<file path="src/core/unused_placeholder_none.sv">
`timescale 1ns/1ps
`default_nettype none
`default_nettype wire

</file>
<file path="src/core/tit_pkg.sv">
/*
 Constants for the trap instruction transform and trap return block.
 Assumes a 64-bit hart with the hypervisor extension and 32-bit data
 on the register bus; each register takes one aligned word.
*/
package tit_pkg;
  // ********************************************************
  // Register map and field positions
  // ********************************************************
  localparam logic [7:0] ADDR_MSTAT  = 8'h00;
  localparam logic [7:0] ADDR_SSTAT  = 8'h04;
  localparam logic [7:0] ADDR_VSSTAT = 8'h08;
  localparam logic [7:0] ADDR_CTRL   = 8'h0c;
  localparam logic [7:0] ADDR_MTI    = 8'h10;
  localparam logic [7:0] ADDR_HTI    = 8'h14;
  // Machine status: privilege, virtualization and machine stack.
  localparam int MS_PRIV = 0;
  localparam int MS_VIRT = 2;
  localparam int MS_MIE  = 3;
  localparam int MS_MACHINE_PREV_IRQ_ENABLE = 4;
  localparam int MS_MPP  = 5;
  localparam int MS_MPV  = 7;
  // Supervisor status and guest status share one layout.
  localparam int SS_IE   = 0;
  localparam int SS_PIE  = 1;
  localparam int SS_PP   = 2;
  localparam int SS_XTRA = 3;
  // Control bits.
  localparam int CT_XFORM = 0;
  localparam int CT_WIDE  = 1;
  localparam int CT_ADUPD = 2;
  localparam int CT_DBLT  = 3;
  localparam logic [7:0] MSTAT_RST = 8'h03;
  localparam logic [3:0] SSTAT_RST = 4'h0;
  localparam logic [3:0] CTRL_RST  = 4'h1;
  localparam logic [1:0] RESP_OKAY   = 2'h0;
  localparam logic [1:0] RESP_SLVERR = 2'h2;
  // ********************************************************
  // Privilege levels and exception causes
  // ********************************************************
  localparam logic [1:0] PRIV_U = 2'h0;
  localparam logic [1:0] PRIV_S = 2'h1;
  localparam logic [1:0] PRIV_M = 2'h3;
  localparam logic [4:0] CA_LD_MIS = 5'h04;
  localparam logic [4:0] CA_LD_ACC = 5'h05;
  localparam logic [4:0] CA_ST_MIS = 5'h06;
  localparam logic [4:0] CA_ST_ACC = 5'h07;
  localparam logic [4:0] CA_LD_PF  = 5'h0d;
  localparam logic [4:0] CA_ST_PF  = 5'h0f;
  localparam logic [4:0] CA_IN_GPF = 5'h14;
  localparam logic [4:0] CA_LD_GPF = 5'h15;
  localparam logic [4:0] CA_ST_GPF = 5'h17;
  // ********************************************************
  // Opcodes and pseudoinstruction values
  // ********************************************************
  localparam logic [6:0] OP_LOAD  = 7'h03;
  localparam logic [6:0] OP_FLOAD = 7'h07;
  localparam logic [6:0] OP_STORE = 7'h23;
  localparam logic [6:0] OP_FSTOR = 7'h27;
  localparam logic [6:0] OP_AMO   = 7'h2f;
  localparam logic [6:0] OP_SYS   = 7'h73;
  localparam logic [2:0] F3_HYP   = 3'h4;
  localparam logic [31:0] PSI_RD32 = 32'h0000_2000;
  localparam logic [31:0] PSI_WR32 = 32'h0000_2020;
  localparam logic [31:0] PSI_RD64 = 32'h0000_3000;
  localparam logic [31:0] PSI_WR64 = 32'h0000_3020;
endpackage

</file>
<file path="src/core/tit_core.sv">
/*
 Trap instruction value builder and trap return state update, with an
 AXI4-Lite register slave. Assumes the trap and retire stages present
 one-cycle requests synchronous to mclk and only issue legal returns.
*/
// Added by the designer: the register addresses and the AXI4-Lite register port.
`timescale 1ns/1ps
`default_nettype none
module tit_core (
  input  wire logic        mclk,
  input  wire logic        arst_n,
  input  wire logic [7:0]  awaddr,
  input  wire logic [2:0]  awprot,
  input  wire logic        awvalid,
  output logic             awready,
  input  wire logic [31:0] wdata,
  input  wire logic [3:0]  wstrb,
  input  wire logic        wvalid,
  output logic             wready,
  output logic [1:0]       bresp,
  output logic             bvalid,
  input  wire logic        bready,
  input  wire logic [7:0]  araddr,
  input  wire logic [2:0]  arprot,
  input  wire logic        arvalid,
  output logic             arready,
  output logic [31:0]      rdata,
  output logic [1:0]       rresp,
  output logic             rvalid,
  input  wire logic        rready,
  input  wire logic        trapValid,
  input  wire logic        trapIsIrq,
  input  wire logic        trapToHyp,
  input  wire logic [4:0]  trapCause,
  input  wire logic        trapStd,
  input  wire logic [31:0] trapInsn,
  input  wire logic [63:0] trapFaultVa,
  input  wire logic [63:0] trapOrigVa,
  input  wire logic        trapImplicit,
  input  wire logic        trapGpaNonzero,
  input  wire logic        trapImplicitWrite,
  input  wire logic        retValid,
  input  wire logic        retMachine,
  input  wire logic [63:0] mepc,
  input  wire logic [63:0] sepc,
  input  wire logic [63:0] vsepc,
  output logic [31:0]      machineTrapInsn,
  output logic [31:0]      hypTrapInsn,
  output logic [1:0]       curPriv,
  output logic             curVirt,
  output logic [63:0]      retPc,
  output logic             retPcValid
);
  // ********************************************************
  // Transform of a trapping instruction
  // ********************************************************
  // Compressed forms assume a 64-bit hart: func_select_field 011 is a doubleword.
  function automatic logic [31:0] xform(input logic [31:0] i,
                                        input logic [4:0]  off);
    logic [2:0] f;
    logic       st;
    logic       fp;
    logic [2:0] f3;
    logic [4:0] r;
    logic [6:0] op;
    logic [31:0] y;
    f  = i[15:13];
    st = f[2];
    fp = (f[1:0] == 2'h1);
    f3 = fp ? 3'h3 : {1'b0, f[1:0]};
    r  = (i[1:0] == 2'h0) ? {2'h1, i[4:2]} : (st ? i[6:2] : i[11:7]);
    op = {1'b0, st, 2'h0, fp, 2'h3};
    y  = 32'h0000_0000;
    if (i[1:0] != 2'h3) begin
      if (i[1:0] != 2'h1 && f[1:0] != 2'h0) begin
        y = st ? {7'h0, r, off, f3, 5'h0, op}
               : {12'h0, off, f3, r, op};
        y[1] = 1'b0;
      end
    end else if (i[6:0] == tit_pkg::OP_LOAD ||
                 i[6:0] == tit_pkg::OP_FLOAD) begin
      y = {12'h0, off, i[14:0]};
    end else if (i[6:0] == tit_pkg::OP_STORE ||
                 i[6:0] == tit_pkg::OP_FSTOR) begin
      y = {7'h0, i[24:20], off, i[14:12], 5'h0, i[6:0]};
    end else if (i[6:0] == tit_pkg::OP_AMO) begin
      y = {i[31:20], off, i[14:0]};
    end else if (i[6:0] == tit_pkg::OP_SYS &&
                 i[14:12] == tit_pkg::F3_HYP &&
                 i[31:29] == 3'h3) begin
      y = {i[31:20], off, i[14:0]};
    end
    return y;
  endfunction

  logic        memCause;
  logic        gpfCause;
  logic        pseudo;
  logic [63:0] vaDiff;
  logic [31:0] psiVal;
  logic [31:0] insnVal;
  logic [31:0] next_mti;
  logic [31:0] next_hti;
  logic [7:0]  mstat;
  logic [3:0]  sstat;
  logic [3:0]  vsstat;
  logic [3:0]  ctrl;

  // Value written on a trap; zero whenever no defined value applies.
  always_comb begin
    memCause = trapCause == tit_pkg::CA_LD_MIS ||
               trapCause == tit_pkg::CA_LD_ACC ||
               trapCause == tit_pkg::CA_ST_MIS ||
               trapCause == tit_pkg::CA_ST_ACC ||
               trapCause == tit_pkg::CA_LD_PF ||
               trapCause == tit_pkg::CA_ST_PF ||
               trapCause == tit_pkg::CA_LD_GPF ||
               trapCause == tit_pkg::CA_ST_GPF;
    gpfCause = trapCause == tit_pkg::CA_IN_GPF ||
               trapCause == tit_pkg::CA_LD_GPF ||
               trapCause == tit_pkg::CA_ST_GPF;
    pseudo = !trapIsIrq && gpfCause && trapImplicit &&
             trapGpaNonzero;
    vaDiff = trapFaultVa - trapOrigVa;
    // Writes are reported only when hardware updates guest A/D bits.
    if (trapImplicitWrite && ctrl[tit_pkg::CT_ADUPD]) begin
      psiVal = ctrl[tit_pkg::CT_WIDE] ? tit_pkg::PSI_WR64
                                      : tit_pkg::PSI_WR32;
    end else begin
      psiVal = ctrl[tit_pkg::CT_WIDE] ? tit_pkg::PSI_RD64
                                      : tit_pkg::PSI_RD32;
    end
    if (trapIsIrq) begin
      insnVal = 32'h0000_0000;
    end else if (pseudo) begin
      insnVal = psiVal;
    end else if (memCause && trapStd && ctrl[tit_pkg::CT_XFORM]) begin
      insnVal = xform(trapInsn, vaDiff[4:0]);
    end else begin
      insnVal = 32'h0000_0000;
    end
    next_mti = machineTrapInsn;
    next_hti = hypTrapInsn;
    if (trapValid && trapToHyp) begin
      next_hti = insnVal;
    end else if (trapValid) begin
      next_mti = insnVal;
    end
  end

  // Trap instruction registers.
  always_ff @(posedge mclk or negedge arst_n) begin
    if (!arst_n) begin
      machineTrapInsn <= 32'h0000_0000;
      hypTrapInsn     <= 32'h0000_0000;
    end else begin
      machineTrapInsn <= next_mti;
      hypTrapInsn     <= next_hti;
    end
  end

  // ********************************************************
  // AXI4-Lite slave
  // ********************************************************
  logic [7:0]  awq;
  logic [31:0] wq;
  logic [3:0]  sq;
  logic        wrFire;
  logic        next_awready;
  logic        next_wready;
  logic        next_bvalid;
  logic [1:0]  next_bresp;
  logic        next_arready;
  logic        next_rvalid;
  logic [31:0] next_rdata;
  logic [1:0]  next_rresp;
  logic [7:0]  next_awq;
  logic [31:0] next_wq;
  logic [3:0]  next_sq;
  logic [7:0]  wa;
  logic [7:0]  ra;

  // Address and data are taken in either order; the write happens once
  // both are held and no response is pending.
  always_comb begin
    wa = {awq[7:2], 2'h0};
    ra = {araddr[7:2], 2'h0};
    wrFire = !awready && !wready && !bvalid;
    next_awq = (awready && awvalid) ? awaddr : awq;
    next_wq  = (wready && wvalid) ? wdata : wq;
    next_sq  = (wready && wvalid) ? wstrb : sq;
    next_awready = awready ? !awvalid : (bvalid && bready);
    next_wready  = wready ? !wvalid : (bvalid && bready);
    next_bvalid  = bvalid ? !bready : wrFire;
    next_bresp   = bresp;
    if (wrFire) begin
      next_bresp = (wa <= tit_pkg::ADDR_HTI) ? tit_pkg::RESP_OKAY
                                             : tit_pkg::RESP_SLVERR;
    end
    next_arready = arready ? !arvalid : (rvalid && rready);
    next_rvalid  = rvalid ? !rready : (arready && arvalid);
    next_rdata   = rdata;
    next_rresp   = rresp;
    if (arready && arvalid) begin
      next_rresp = tit_pkg::RESP_OKAY;
      if (ra == tit_pkg::ADDR_MSTAT) begin
        next_rdata = {24'h0, mstat};
      end else if (ra == tit_pkg::ADDR_SSTAT) begin
        next_rdata = {28'h0, sstat};
      end else if (ra == tit_pkg::ADDR_VSSTAT) begin
        next_rdata = {28'h0, vsstat};
      end else if (ra == tit_pkg::ADDR_CTRL) begin
        next_rdata = {28'h0, ctrl};
      end else if (ra == tit_pkg::ADDR_MTI) begin
        next_rdata = machineTrapInsn;
      end else if (ra == tit_pkg::ADDR_HTI) begin
        next_rdata = hypTrapInsn;
      end else begin
        next_rdata = 32'h0000_0000;
        next_rresp = tit_pkg::RESP_SLVERR;
      end
    end
  end

  // Bus handshake registers.
  always_ff @(posedge mclk or negedge arst_n) begin
    if (!arst_n) begin
      awready <= 1'b1;
      wready  <= 1'b1;
      bvalid  <= 1'b0;
      bresp   <= tit_pkg::RESP_OKAY;
      arready <= 1'b1;
      rvalid  <= 1'b0;
      rdata   <= 32'h0000_0000;
      rresp   <= tit_pkg::RESP_OKAY;
      awq     <= 8'h00;
      wq      <= 32'h0000_0000;
      sq      <= 4'h0;
    end else begin
      awready <= next_awready;
      wready  <= next_wready;
      bvalid  <= next_bvalid;
      bresp   <= next_bresp;
      arready <= next_arready;
      rvalid  <= next_rvalid;
      rdata   <= next_rdata;
      rresp   <= next_rresp;
      awq     <= next_awq;
      wq      <= next_wq;
      sq      <= next_sq;
    end
  end

  // ********************************************************
  // Trap return
  // ********************************************************
  logic [7:0]  next_mstat;
  logic [3:0]  next_sstat;
  logic [3:0]  next_vsstat;
  logic [3:0]  next_ctrl;
  logic [63:0] next_retPc;
  logic        next_retPcValid;
  logic        wrLow;
  // Position of the current privilege field in the machine status.
  localparam int MP = tit_pkg::MS_PRIV;

  // A return in the same cycle as a software status write wins, since
  // the retiring instruction already committed on the old state.
  always_comb begin
    next_mstat  = mstat;
    next_sstat  = sstat;
    next_vsstat = vsstat;
    next_ctrl   = ctrl;
    next_retPc  = retPc;
    next_retPcValid = 1'b0;
    wrLow = wrFire && sq[0];
    if (wrLow && wa == tit_pkg::ADDR_MSTAT) begin
      next_mstat = wq[7:0];
    end else if (wrLow && wa == tit_pkg::ADDR_SSTAT) begin
      next_sstat = wq[3:0];
    end else if (wrLow && wa == tit_pkg::ADDR_VSSTAT) begin
      next_vsstat = wq[3:0];
    end else if (wrLow && wa == tit_pkg::ADDR_CTRL) begin
      next_ctrl = wq[3:0];
    end
    if (retValid && retMachine) begin
      next_mstat = mstat;
      next_mstat[MP+1:MP] = mstat[tit_pkg::MS_MPP+:2];
      next_mstat[tit_pkg::MS_VIRT] = (mstat[tit_pkg::MS_MPP+:2] !=
        tit_pkg::PRIV_M) && mstat[tit_pkg::MS_MPV];
      next_mstat[tit_pkg::MS_MPP+:2] = tit_pkg::PRIV_U;
      next_mstat[tit_pkg::MS_MPV]  = 1'b0;
      next_mstat[tit_pkg::MS_MIE]  = mstat[tit_pkg::MS_MACHINE_PREV_IRQ_ENABLE];
      next_mstat[tit_pkg::MS_MACHINE_PREV_IRQ_ENABLE] = 1'b1;
      next_retPc = mepc;
      next_retPcValid = 1'b1;
    end else if (retValid && !mstat[tit_pkg::MS_VIRT]) begin
      next_mstat = mstat;
      next_sstat = sstat;
      next_mstat[MP+1:MP] = {1'b0, sstat[tit_pkg::SS_PP]};
      next_mstat[tit_pkg::MS_VIRT] = sstat[tit_pkg::SS_XTRA];
      next_sstat[tit_pkg::SS_XTRA] = 1'b0;
      next_sstat[tit_pkg::SS_PP]   = 1'b0;
      next_sstat[tit_pkg::SS_IE]   = sstat[tit_pkg::SS_PIE];
      next_sstat[tit_pkg::SS_PIE]  = 1'b1;
      if (ctrl[tit_pkg::CT_DBLT] && mstat[MP+1:MP] == tit_pkg::PRIV_S &&
          sstat[tit_pkg::SS_XTRA] && !sstat[tit_pkg::SS_PP]) begin
        next_vsstat[tit_pkg::SS_XTRA] = 1'b0;
      end
      next_retPc = sepc;
      next_retPcValid = 1'b1;
    end else if (retValid) begin
      next_mstat = mstat;
      next_vsstat = vsstat;
      next_mstat[MP+1:MP] = {1'b0, vsstat[tit_pkg::SS_PP]};
      next_vsstat[tit_pkg::SS_PP]  = 1'b0;
      next_vsstat[tit_pkg::SS_IE]  = vsstat[tit_pkg::SS_PIE];
      next_vsstat[tit_pkg::SS_PIE] = 1'b1;
      if (ctrl[tit_pkg::CT_DBLT]) begin
        next_vsstat[tit_pkg::SS_XTRA] = 1'b0;
      end
      next_retPc = vsepc;
      next_retPcValid = 1'b1;
    end
  end

  // Status, control and return target registers.
  always_ff @(posedge mclk or negedge arst_n) begin
    if (!arst_n) begin
      mstat      <= tit_pkg::MSTAT_RST;
      sstat      <= tit_pkg::SSTAT_RST;
      vsstat     <= tit_pkg::SSTAT_RST;
      ctrl       <= tit_pkg::CTRL_RST;
      curPriv    <= tit_pkg::PRIV_M;
      curVirt    <= 1'b0;
      retPc      <= 64'h0000_0000_0000_0000;
      retPcValid <= 1'b0;
    end else begin
      mstat      <= next_mstat;
      sstat      <= next_sstat;
      vsstat     <= next_vsstat;
      ctrl       <= next_ctrl;
      curPriv    <= next_mstat[MP+1:MP];
      curVirt    <= next_mstat[tit_pkg::MS_VIRT];
      retPc      <= next_retPc;
      retPcValid <= next_retPcValid;
    end
  end

  // ********************************************************
  // Checks
  // ********************************************************
  logic mTrap;
  assign mTrap = trapValid && !trapToHyp;
endmodule
`default_nettype wire

</file>
<file path="config.mk">
export PLATFORM = sky130hd
export DESIGN_NAME = tit_core
export DESIGN_NICKNAME = d
export VERILOG_FILES = /design/src/core/unused_placeholder_none.sv /design/src/core/tit_pkg.sv /design/src/core/tit_core.sv
export SDC_FILE = /design/constraint.sdc
export NUM_CORES = 1
export LEC_CHECK = 0
export BUFFER_PORTS_ARGS = -buffer_cell sky130_fd_sc_hd__buf_2
export CORE_AREA = 2 2 233 235
export CTS_CLUSTER_SIZE = 10
export DETAILED_ROUTE_END_ITERATION = 7
export DIE_AREA = 0 0 235 237
export GPL_TIMING_DRIVEN = 0
export PLACE_DENSITY = 0.53
export SYNTH_ARGS = -nofsm -noshare
export SYNTH_HDL_FRONTEND = slang
export SYNTH_SLANG_ARGS = --single-unit
</file>
<file path="constraint.sdc">
create_clock -name mclk -period 3.6 [get_ports mclk]
set_clock_uncertainty 0.2 [all_clocks]
set_input_delay 0.18 -clock mclk [delete_from_list [all_inputs] [get_ports mclk]]
set_output_delay 0.18 -clock mclk [all_outputs]
set_load 0.01 [all_outputs]
</file>
# Yosys cells after proc, flatten, opt, wreduce, memory -nomap -nowiden
# Cells that the tools add are included.
[totals]
out_inout_bits = 173
register_bits = 210
[classes]
add_sub_neg = 1
reduce_logical = 59
n_lt_le_gt_ge = 1
muxes = 57
n_bitwise = 4
n_eq_ne = 33
[ops]
columns = ["op", "count"]
rows = [
  ["$mux W32", 14],
  ["$mux W64", 3],
  ["$mux W25", 2],
  ["$mux W13", 3],
  ["$mux W4", 9],
  ["$mux W8", 4],
  ["$logic_and A1 B1 Y1", 28],
  ["$eq A6 B2 Y1 const B", 4],
  ["$eq A7 B6 Y1 const B", 3],
  ["$eq A5 B3 Y1 const B", 4],
  ["$mux W2", 8],
  ["$eq A5 B5 Y1 const B", 3],
  ["$eq A6 B1 Y1 const B", 2],
  ["$eq A6 B3 Y1 const B", 2],
  ["$logic_not A1 Y1", 11],
  ["$logic_or A1 B1 Y1", 11],
  ["$mux W1", 11],
  ["$eq A5 B4 Y1 const B", 2],
  ["$mux W5", 2],
  ["$le A8 B5 Y1 const B", 1],
  ["$logic_not A8 Y1", 1],
  ["$eq A7 B2 Y1 const B", 1],
  ["$eq A7 B3 Y1 const B", 1],
  ["$eq A7 B7 Y1 const B", 1],
  ["other kinds (16)", 24],
]

# Logic depth before layout (Yosys ltp)
# Gate-level depths: netlist (run 1).
[logic_depth]
depth_word = 13
depth_mapped = 8

# Least setup slack after synthesis (run 1)
# No wires, ideal clock.
[synth_path]
kind = "flip-flop to flip-flop"
start = "reg ctrl[0]"
end = "reg machineTrapInsn[17]"
stages_incl_launch_ff = 6
arrival_time_ns = 1.522
setup_time_ns = 0.084
n_path_buf = 0
path_slack_ns = 1.794
path_cell_list = "dfstp_2 and4b_1 o211ai_2 nor2_1 nand4_1 o21ai_0"
[synth_via]
elab_chain_len = 4
[synth_rtl]
columns = ["item", "line", "text"]
rows = [
  ["start, declared", "tit_core.sv:107", "logic [3:0] ctrl;"],
  ["start signal, assigned", "tit_core.sv:333", "ctrl <= tit_pkg::CTRL_RST;"],
  ["start signal, assigned", "tit_core.sv:342", "ctrl <= next_ctrl;"],
  ["$logic_and A1 B1 Y1", "tit_core.sv:137", "end else if (memCause && trapStd && ctrl[tit_pkg::CT_XFORM]) begin"],
  ["$mux W32", "tit_core.sv:137", ""],
  ["$mux W32", "tit_core.sv:135", "end else if (pseudo) begin"],
  ["$mux W32", "tit_core.sv:133", "if (trapIsIrq) begin"],
  ["end signal, assigned", "tit_core.sv:157", "machineTrapInsn <= next_mti;"],
  ["end, declared", "tit_core.sv:47", "output logic [31:0] machineTrapInsn,"],
]
# No other way between the ends.
# A chain may end at the register's enable or synchronous reset.

# Worst setup path after layout (run 1)
[layout_path]
start = "reg mstat[2]"
end = "reg retPc[45]"
[layout_via]
elab_chain_len = 4
elab_cells_between_ends = 5
cone_classes = "2 x mux; 3 x reduce/logical"
[layout_rtl]
columns = ["item", "line", "text"]
rows = [
  ["start, declared", "tit_core.sv:104", "logic [7:0] mstat;"],
  ["start signal, assigned", "tit_core.sv:330", "mstat <= tit_pkg::MSTAT_RST;"],
  ["start signal, assigned", "tit_core.sv:339", "mstat <= next_mstat;"],
  ["$logic_not A1 Y1 *", "tit_core.sv:297", "end else if (retValid && !mstat[tit_pkg::MS_VIRT]) begin"],
  ["$logic_and A1 B1 Y1 *", "tit_core.sv:297", ""],
  ["$mux W64", "tit_core.sv:297", ""],
  ["$mux W64", "tit_core.sv:286", "if (retValid && retMachine) begin"],
  ["end signal, assigned", "tit_core.sv:345", "retPc <= next_retPc;"],
  ["end, declared", "tit_core.sv:51", "output logic [63:0] retPc,"],
]
# Mark *: on every way between the ends. The rest lies on a longest branch, timed or not.

==> flow_summary.json, run 1 <==
{
  "wl_per_cell_um": 19.3,
  "grt-ovfl-total": 0,
  "grt_pass1_wl_um": 68800,
  "drive_above_1_share_pct": 35.8,
  "fin_ws_ns": 0.401,
  "clkTransAtPathRegs_ns": 0.06,
  "relSlewSlack_pct": 34.5,
  "crit_type": "flop to flop",
  "routed_wl_um": 45900,
  "die_height_um": 237,
  "path_cells": "buf_2 -> buf_2 -> mux2i_1 -> dlygate4sd3_1 -> o21ai_0 -> dlygate4sd3_1 -> mux2_2",
  "r2r-start": "mstat[2]",
  "antenna_found_initial": 1,
  "hold_viol_final": 0,
  "vias_per_cell": 4.43,
  "die_x_um": 235,
  "worst-path-max-fanout": 10,
  "dp.final_hpwl_um": 35300,
  "synthFlopType": "dfrtp_1",
  "status": "finished clean",
  "synth-edff-count": 0,
  "dieArea_um2": 55700,
  "drt_pre_antenna_iters": 5,
  "wl_met3_um": 3190,
  "cts_buffers": 26,
  "portBuffers": 436,
  "dr_wl_met2_um": 21300,
  "core_area_um2": 53300,
  "netlist_instances": 992,
  "swShare_pct": 28.1,
  "min_period_ns": 3.20,
  "clk_latency_ns": 0.56,
  "whs_ns": 0.0401,
  "yosys.cell_types.count": 65,
  "combPwrFrac_pct": 21.3,
  "p_leak_nw": 7.88,
  "cp_num_buf_inv": 4,
  "first_global_vias": 10933,
  "drt-met1-wl_um": 19800,
  "max_freq_ghz": 0.313,
  "io-pin-count": 604,
  "synthArstFlopShare_pct": 100,
  "top_layer_used": "met4",
  "startpoint_type": "flop",
  "clock-sinks": 203,
  "cts_tree": "done",
  "tightest_slew_ns": 0.972,
  "final_max_slew_viol_count": 0,
  "critical-path-top-delay-family": "buffers and inverters",
  "track_usage_pct": 16.1,
  "cts_setup_buffers": 0,
  "cts-root-buf": "clkbuf_16",
  "worstPathArrival_ns": 3.45,
  "place_ws_ns": 0.851,
  "seqPwrFrac_pct": 39.9,
  "gp_congestion": 0.974,
  "period_share_pct": 88.9,
  "drc": 0,
  "setup_tns_ns": 0,
  "worstHoldPathType": "primary input to flop",
  "drv_cap": 0,
  "final_net_count": 2104,
  "syn_avg_cell_area_um2": 10.4,
  "p_int_w": 0.00505,
  "yosysSeqAreaShare_pct": 49.3,
  "p_per_area_nw_per_um2": 428,
  "drtIter0Drc": 557,
  "grt_start_max_net_pins": 84,
  "ys_ff_latch": 203,
  "setup_viol": 0,
  "ant_nets": 0,
  "p_clk_share_pct": 38.9,
  "hold_buffers": 209,
  "rsz0062_at_grt": "false",
  "rows": 85,
  "initial_core_util_pct": 19.4,
  "syn_area_um2": 10300,
  "cts_buffer_depth": 3,
  "area_growth_pct": 59.2,
  "cp_slowest_stage_delay_ns": 0.59,
  "cpMaxStageDelayCell": "dlygate4sd3_1",
  "diodes": 0,
  "worstPathRequired_ns": 3.85,
  "synth-warning-count": 0,
  "final_core_util_pct": 30.8,
  "vdd_drop_max_v": 0.000302,
  "netSwitchingPower_w": 0.00197,
  "worstHoldStart": "trapInsn[22]",
  "endpoint_kind": "flop",
  "cts-resized-gates": 0,
  "worstSetupStartpoint": "mstat[2]",
  "p_total_w": 0.00703,
  "htreeDepth": 1,
  "vias": 10557
}
-- kinds of logic after synthesis --
family,count (synthesis),share of synthesized area (%)
xor+xnor,5,0.424
flops,203,49.3
other cells,1,0.0363
fa+ha+maj,5,0.679
mux,201,20.6
compound gates,237,13.9
buf+inv,83,3.57
simple gates,257,11.5
-- path summary, 6_finish.rpt --
check	end	slack, ns	cells past startpoint
worst max register to register	retPc[45]	0.40	7
worst max-delay path	retPc[45]	0.40	7
worst min register to register	rdata[16]	0.29	2
worst min-delay path	machineTrapInsn[22]	0.04	5
min in group asynchronous	sstat[3]	0.48	3
max in group asynchronous	wq[5]	1.99	4
-- metrics by stage --
step           cell area, µm²  cells
2_1_floorplan           10300    993
3_3_place_gp            13400   2125
3_5_place_dp            13400   2127
4_1_cts                 16400   2383
5_1_grt                 16400   2383
6_report                16400   2383
-- per-layer routing --
metal,GRT usage [%],vias to the layer above
met4,5.75,0
met5,0,-
met3,3.54,73
li1,-,4907
met2,26.5,437
met1,20.7,5140
-- state kept, by name, indices dropped and copies added, names as in the netlist, 6 cells and up --
register / flops
mstat: 7
awq: 6
retPc: 64
machineTrapInsn: 32
wq: 8
rdata: 32
hypTrapInsn: 32
-- power by group through the flow --
| stage | registers, W | logic (W) | clock network, W |
|---|---|---|---|
| final | 0.00280 | 0.00150 | 0.00273 |
| after global routing | 0.00284 | 0.00163 | 0.00292 |
| after CTS | 0.00281 | 0.00150 | 0.00282 |
| after detailed placement | 0.00285 | 0.00126 | 0 |
| after global placement | 0.00284 | 0.00123 | 0 |
| after floorplan | 0.00280 | 0.000628 | 0 |
-- final cells by class --
type,instances,area (µm²)
fill,5522,36800
sequential,203,5090
multi-input combinational,707,4870
timing repair buffer,647,4350
tap,696,871
clock buffer,42,751
buffer,66,305
clock inverter,5,136
inverter,17,63.8
-- cell usage after synthesis (all sizes together), types with 3 or more instances --
cell	number	area, µm²
nor3	8	61.3
a31oi	3	25.0
dfstp	6	158
a22oi	8	60.1
nand3	10	55.1
buf	30	170
inv	17	63.8
and2	4	25.0
nor2	25	93.8
xnor2	3	26.3
mux2	84	946
nand2	175	657
a22o	8	70.1
and3	3	18.8
a21oi	33	165
a21o	5	37.5
nand2b	6	37.5
o31ai	29	218
ha	4	50.1
nand3b	3	22.5
a32o	4	40.0
a211oi	6	50.1
dfrtp	197	4930
nor2b	5	38.8
mux2i	116	1160
clkbuf	36	135
or3	4	25.0
o21ai	125	626
-- cells in the final DEF, fill, tap and decap left out, types with 26 or more instances in the layout --
cell | synthesis | layout
buf_2 | 16 | 451
dlygate4sd3_1 | 0 | 208
dfrtp_1 | 197 | 197
nand2_1 | 175 | 175
mux2i_1 | 116 | 116
o21ai_0 | 99 | 99
mux2_2 | 84 | 84
clkbuf_1 | 36 | 48
a21oi_1 | 33 | 33
o31ai_1 | 29 | 29
o21ai_1 | 26 | 26
clkbuf_16 | 0 | 26
-- worst register-to-register path: cells and delay by family, from the launching register on --
kind	cells	cell delay, ns
DFF	1	0.41
AOI/OAI and AO/OA	1	0.07
muxes	2	0.51
buffers and inverters	4	1.93
Note: power is estimated with default switching activity, not from simulation.
==> run 2, diff against run 1 <==
--- a/config.mk
+++ b/config.mk
@@ -5,6 +5,7 @@
 export SDC_FILE = /design/constraint.sdc
 export NUM_CORES = 1
 export LEC_CHECK = 0
+export ABC_AREA = 1
 export BUFFER_PORTS_ARGS = -buffer_cell sky130_fd_sc_hd__buf_2
 export CORE_AREA = 2 2 233 235
 export CTS_CLUSTER_SIZE = 10
==> flow_summary.json, run 2 <==
{
  "status": "finished clean",
  "ys_ff_latch": 203,
  "yosysMostFrequentCell": "nand2_1",
  "whs_ns": 0.0229,
  "area_growth_pct": 57.8,
  "grt_start_max_net_pins": 112,
  "worst-path-max-fanout": 10,
  "vias_per_cell": 4.42,
  "min_period_ns": 2.62,
  "drt_pre_antenna_iters": 5,
  "syn_area_um2": 10400,
  "hold_viol_final": 0,
  "synth_area_leaders": "dfrtp_1 48%, nand2_1 14%, a21oi_1 4.9%",
  "routed_wl_um": 48100,
  "core_area_um2": 53300,
  "initial_core_util_pct": 19.4,
  "wl_per_cell_um": 17.7,
  "synthArstFlopShare_pct": 100,
  "relSlewSlack_pct": 46.6,
  "yosysTopAreaCell": "dfrtp_1",
  "place_ws_ns": 1.40,
  "p_total_w": 0.00696,
  "rows": 85,
  "clkTransAtPathRegs_ns": 0.06,
  "cts_buffer_depth": 3,
  "synth-warning-count": 0,
  "yosysSeqAreaShare_pct": 49.1,
  "final_common_cell": "buf_2",
  "synth_top_area_share_pct": 47.6,
  "min_path_cells": 7,
  "vdd_drop_max_v": 0.000321,
  "clock-sinks": 203,
  "p_leak_nw": 8.20,
  "cts_tree": "done",
  "drive_above_1_share_pct": 28.9,
  "tightest_slew_ns": 0.801,
  "antenna_found_initial": 5,
  "track_usage_pct": 16.5,
  "die_x_um": 235,
  "portBuffers": 441,
  "ant_nets": 0,
  "drc": 0,
  "die_height_um": 237,
  "setup_viol": 0,
  "path_cells": "dlygate4sd3_1 -> buf_4 -> nand2_1 -> inv_2 -> buf_1 -> nand2_1 -> a31oi_1 -> dlygate4sd3_1",
  "period_share_pct": 72.7,
  "synthFlopType": "dfrtp_1",
  "nFillCells": 5751,
  "crit_type": "primary input to flop",
  "synth-edff-count": 0,
  "fin_ws_ns": 0.982,
  "regMostFlops": "retPc",
  "htreeDepth": 1,
  "netlist_instances": 1325,
  "dp.final_hpwl_um": 36500,
  "worstPathRequired_ns": 3.87,
  "synth_top_cells_by_count": "393 x nand2_1, 197 x dfrtp_1, 113 x inv_1, 102 x a21oi_1, 101 x nor2_1",
  "startpoint_type": "primary input",
  "endpoint_kind": "flop",
  "grt_pass1_wl_um": 71300,
  "drtIter0Drc": 646,
  "layout_common_cells": "461 x buf_2, 393 x nand2_1, 200 x dlygate4sd3_1, 197 x dfrtp_1, 113 x inv_1",
  "reg2reg_slack_ns": 1.11,
  "first_global_vias": 12099,
  "final_max_slew_viol_count": 0,
  "max_freq_ghz": 0.382,
  "cp_slowest_stage_delay_ns": 0.65,
  "yosys.cell_types.count": 42,
  "final_net_count": 2433,
  "rsz0062_at_grt": "false",
  "syn_avg_cell_area_um2": 7.82,
  "cts_buffers": 27,
  "gp_congestion": 0.916,
  "r2r_cells": 10,
  "dieArea_um2": 55700,
  "worstHoldPathType": "primary input to flop",
  "p_per_area_nw_per_um2": 426,
  "drv_cap": 0,
  "setup_tns_ns": 0,
  "clk_latency_ns": 0.54,
  "cts-root-buf": "clkbuf_16",
  "largest_reg_flops": 64,
  "cpMaxStageDelayCell": "buf_1",
  "io-pin-count": 604,
  "vias": 11982,
  "worstPathArrival_ns": 2.89,
  "grt-ovfl-total": 0
}
==> run 2: cell type report <==
| class | count | area [µm²] | area share (%) |
|---|---|---|---|
| diodes | 3 | 7.51 | 0.0459 |
| plain buffers | 69 | 383 | 2.34 |
| clock buffers | 39 | 781 | 4.77 |
| clock inverters | 6 | 82.6 | 0.505 |
| inverters | 122 | 459 | 2.81 |
| multi-input cells | 932 | 4430 | 27.1 |
| flip-flops and latches | 203 | 5090 | 31.1 |
| well taps | 696 | 871 | 5.33 |
| repair buffers | 642 | 4250 | 26.0 |
==> run 2: worst paths after layout <==
kind	from	to
max in group asynchronous	arst_n	retPc[16]
setup / recovery	retValid	retPc[57]
setup reg to reg	ctrl[0]	hypTrapInsn[31]
min in group asynchronous	arst_n	hypTrapInsn[10]
hold / removal	trapStd	machineTrapInsn[17]
hold reg to reg	rdata[9]	rdata[9]
==> run 2: cells by family after synthesis <==
family / count (synthesis) / share of synthesized area [%]
xor+xnor: 3 / 0.254
mux: 8 / 0.870
other cells: 1 / 0.0362
flops: 203 / 49.1
simple gates: 632 / 25.9
buf+inv: 191 / 8.13
compound gates: 282 / 15.1
fa+ha+maj: 5 / 0.676
==> run 2: timing repair <==
item / 4_1_cts / 5_1_grt
setup buffers: 0 / 0
gates resized for setup: 0 / 0
hold buffers: 200 / 0
endpoints found under the hold margin: 245 / 0
==> run 2: per-layer routing <==
metal	vias to the layer above	wire (µm)	track usage [%]
met3	104	2470	2.47
li1	5668	-	-
met5	-	36	0
met1	5781	21200	21.8
met2	423	22500	27.0
met4	6	1880	6.54
==> run 2: power breakdown <==
| group | leakage [nW] | switching [W] | total, W | internal (W) |
|---|---|---|---|---|
| clock | 0.423 | 0.00104 | 0.00267 | 0.00163 |
| combinational | 5.24 | 0.000821 | 0.00153 | 0.000706 |
| sequential | 2.54 | 0.000214 | 0.00276 | 0.00255 |
==> run 2: worst max-delay path, delay by kind of cell <==
family / cells / cell delay, ns
buf+inv: 5 / 2.22
simple gates: 2 / 0.25
compound gates: 1 / 0.22
==> run 2: stage by stage <==
stage               utilization, %  cell area, µm²  cells
floorplan                        -           10400   1326
global placement              25.2           13400   2463
detailed placement            25.3           13500   2464
CTS                           30.7           16300   2709
global route                  30.7           16300   2711
finish                        30.7           16400   2712
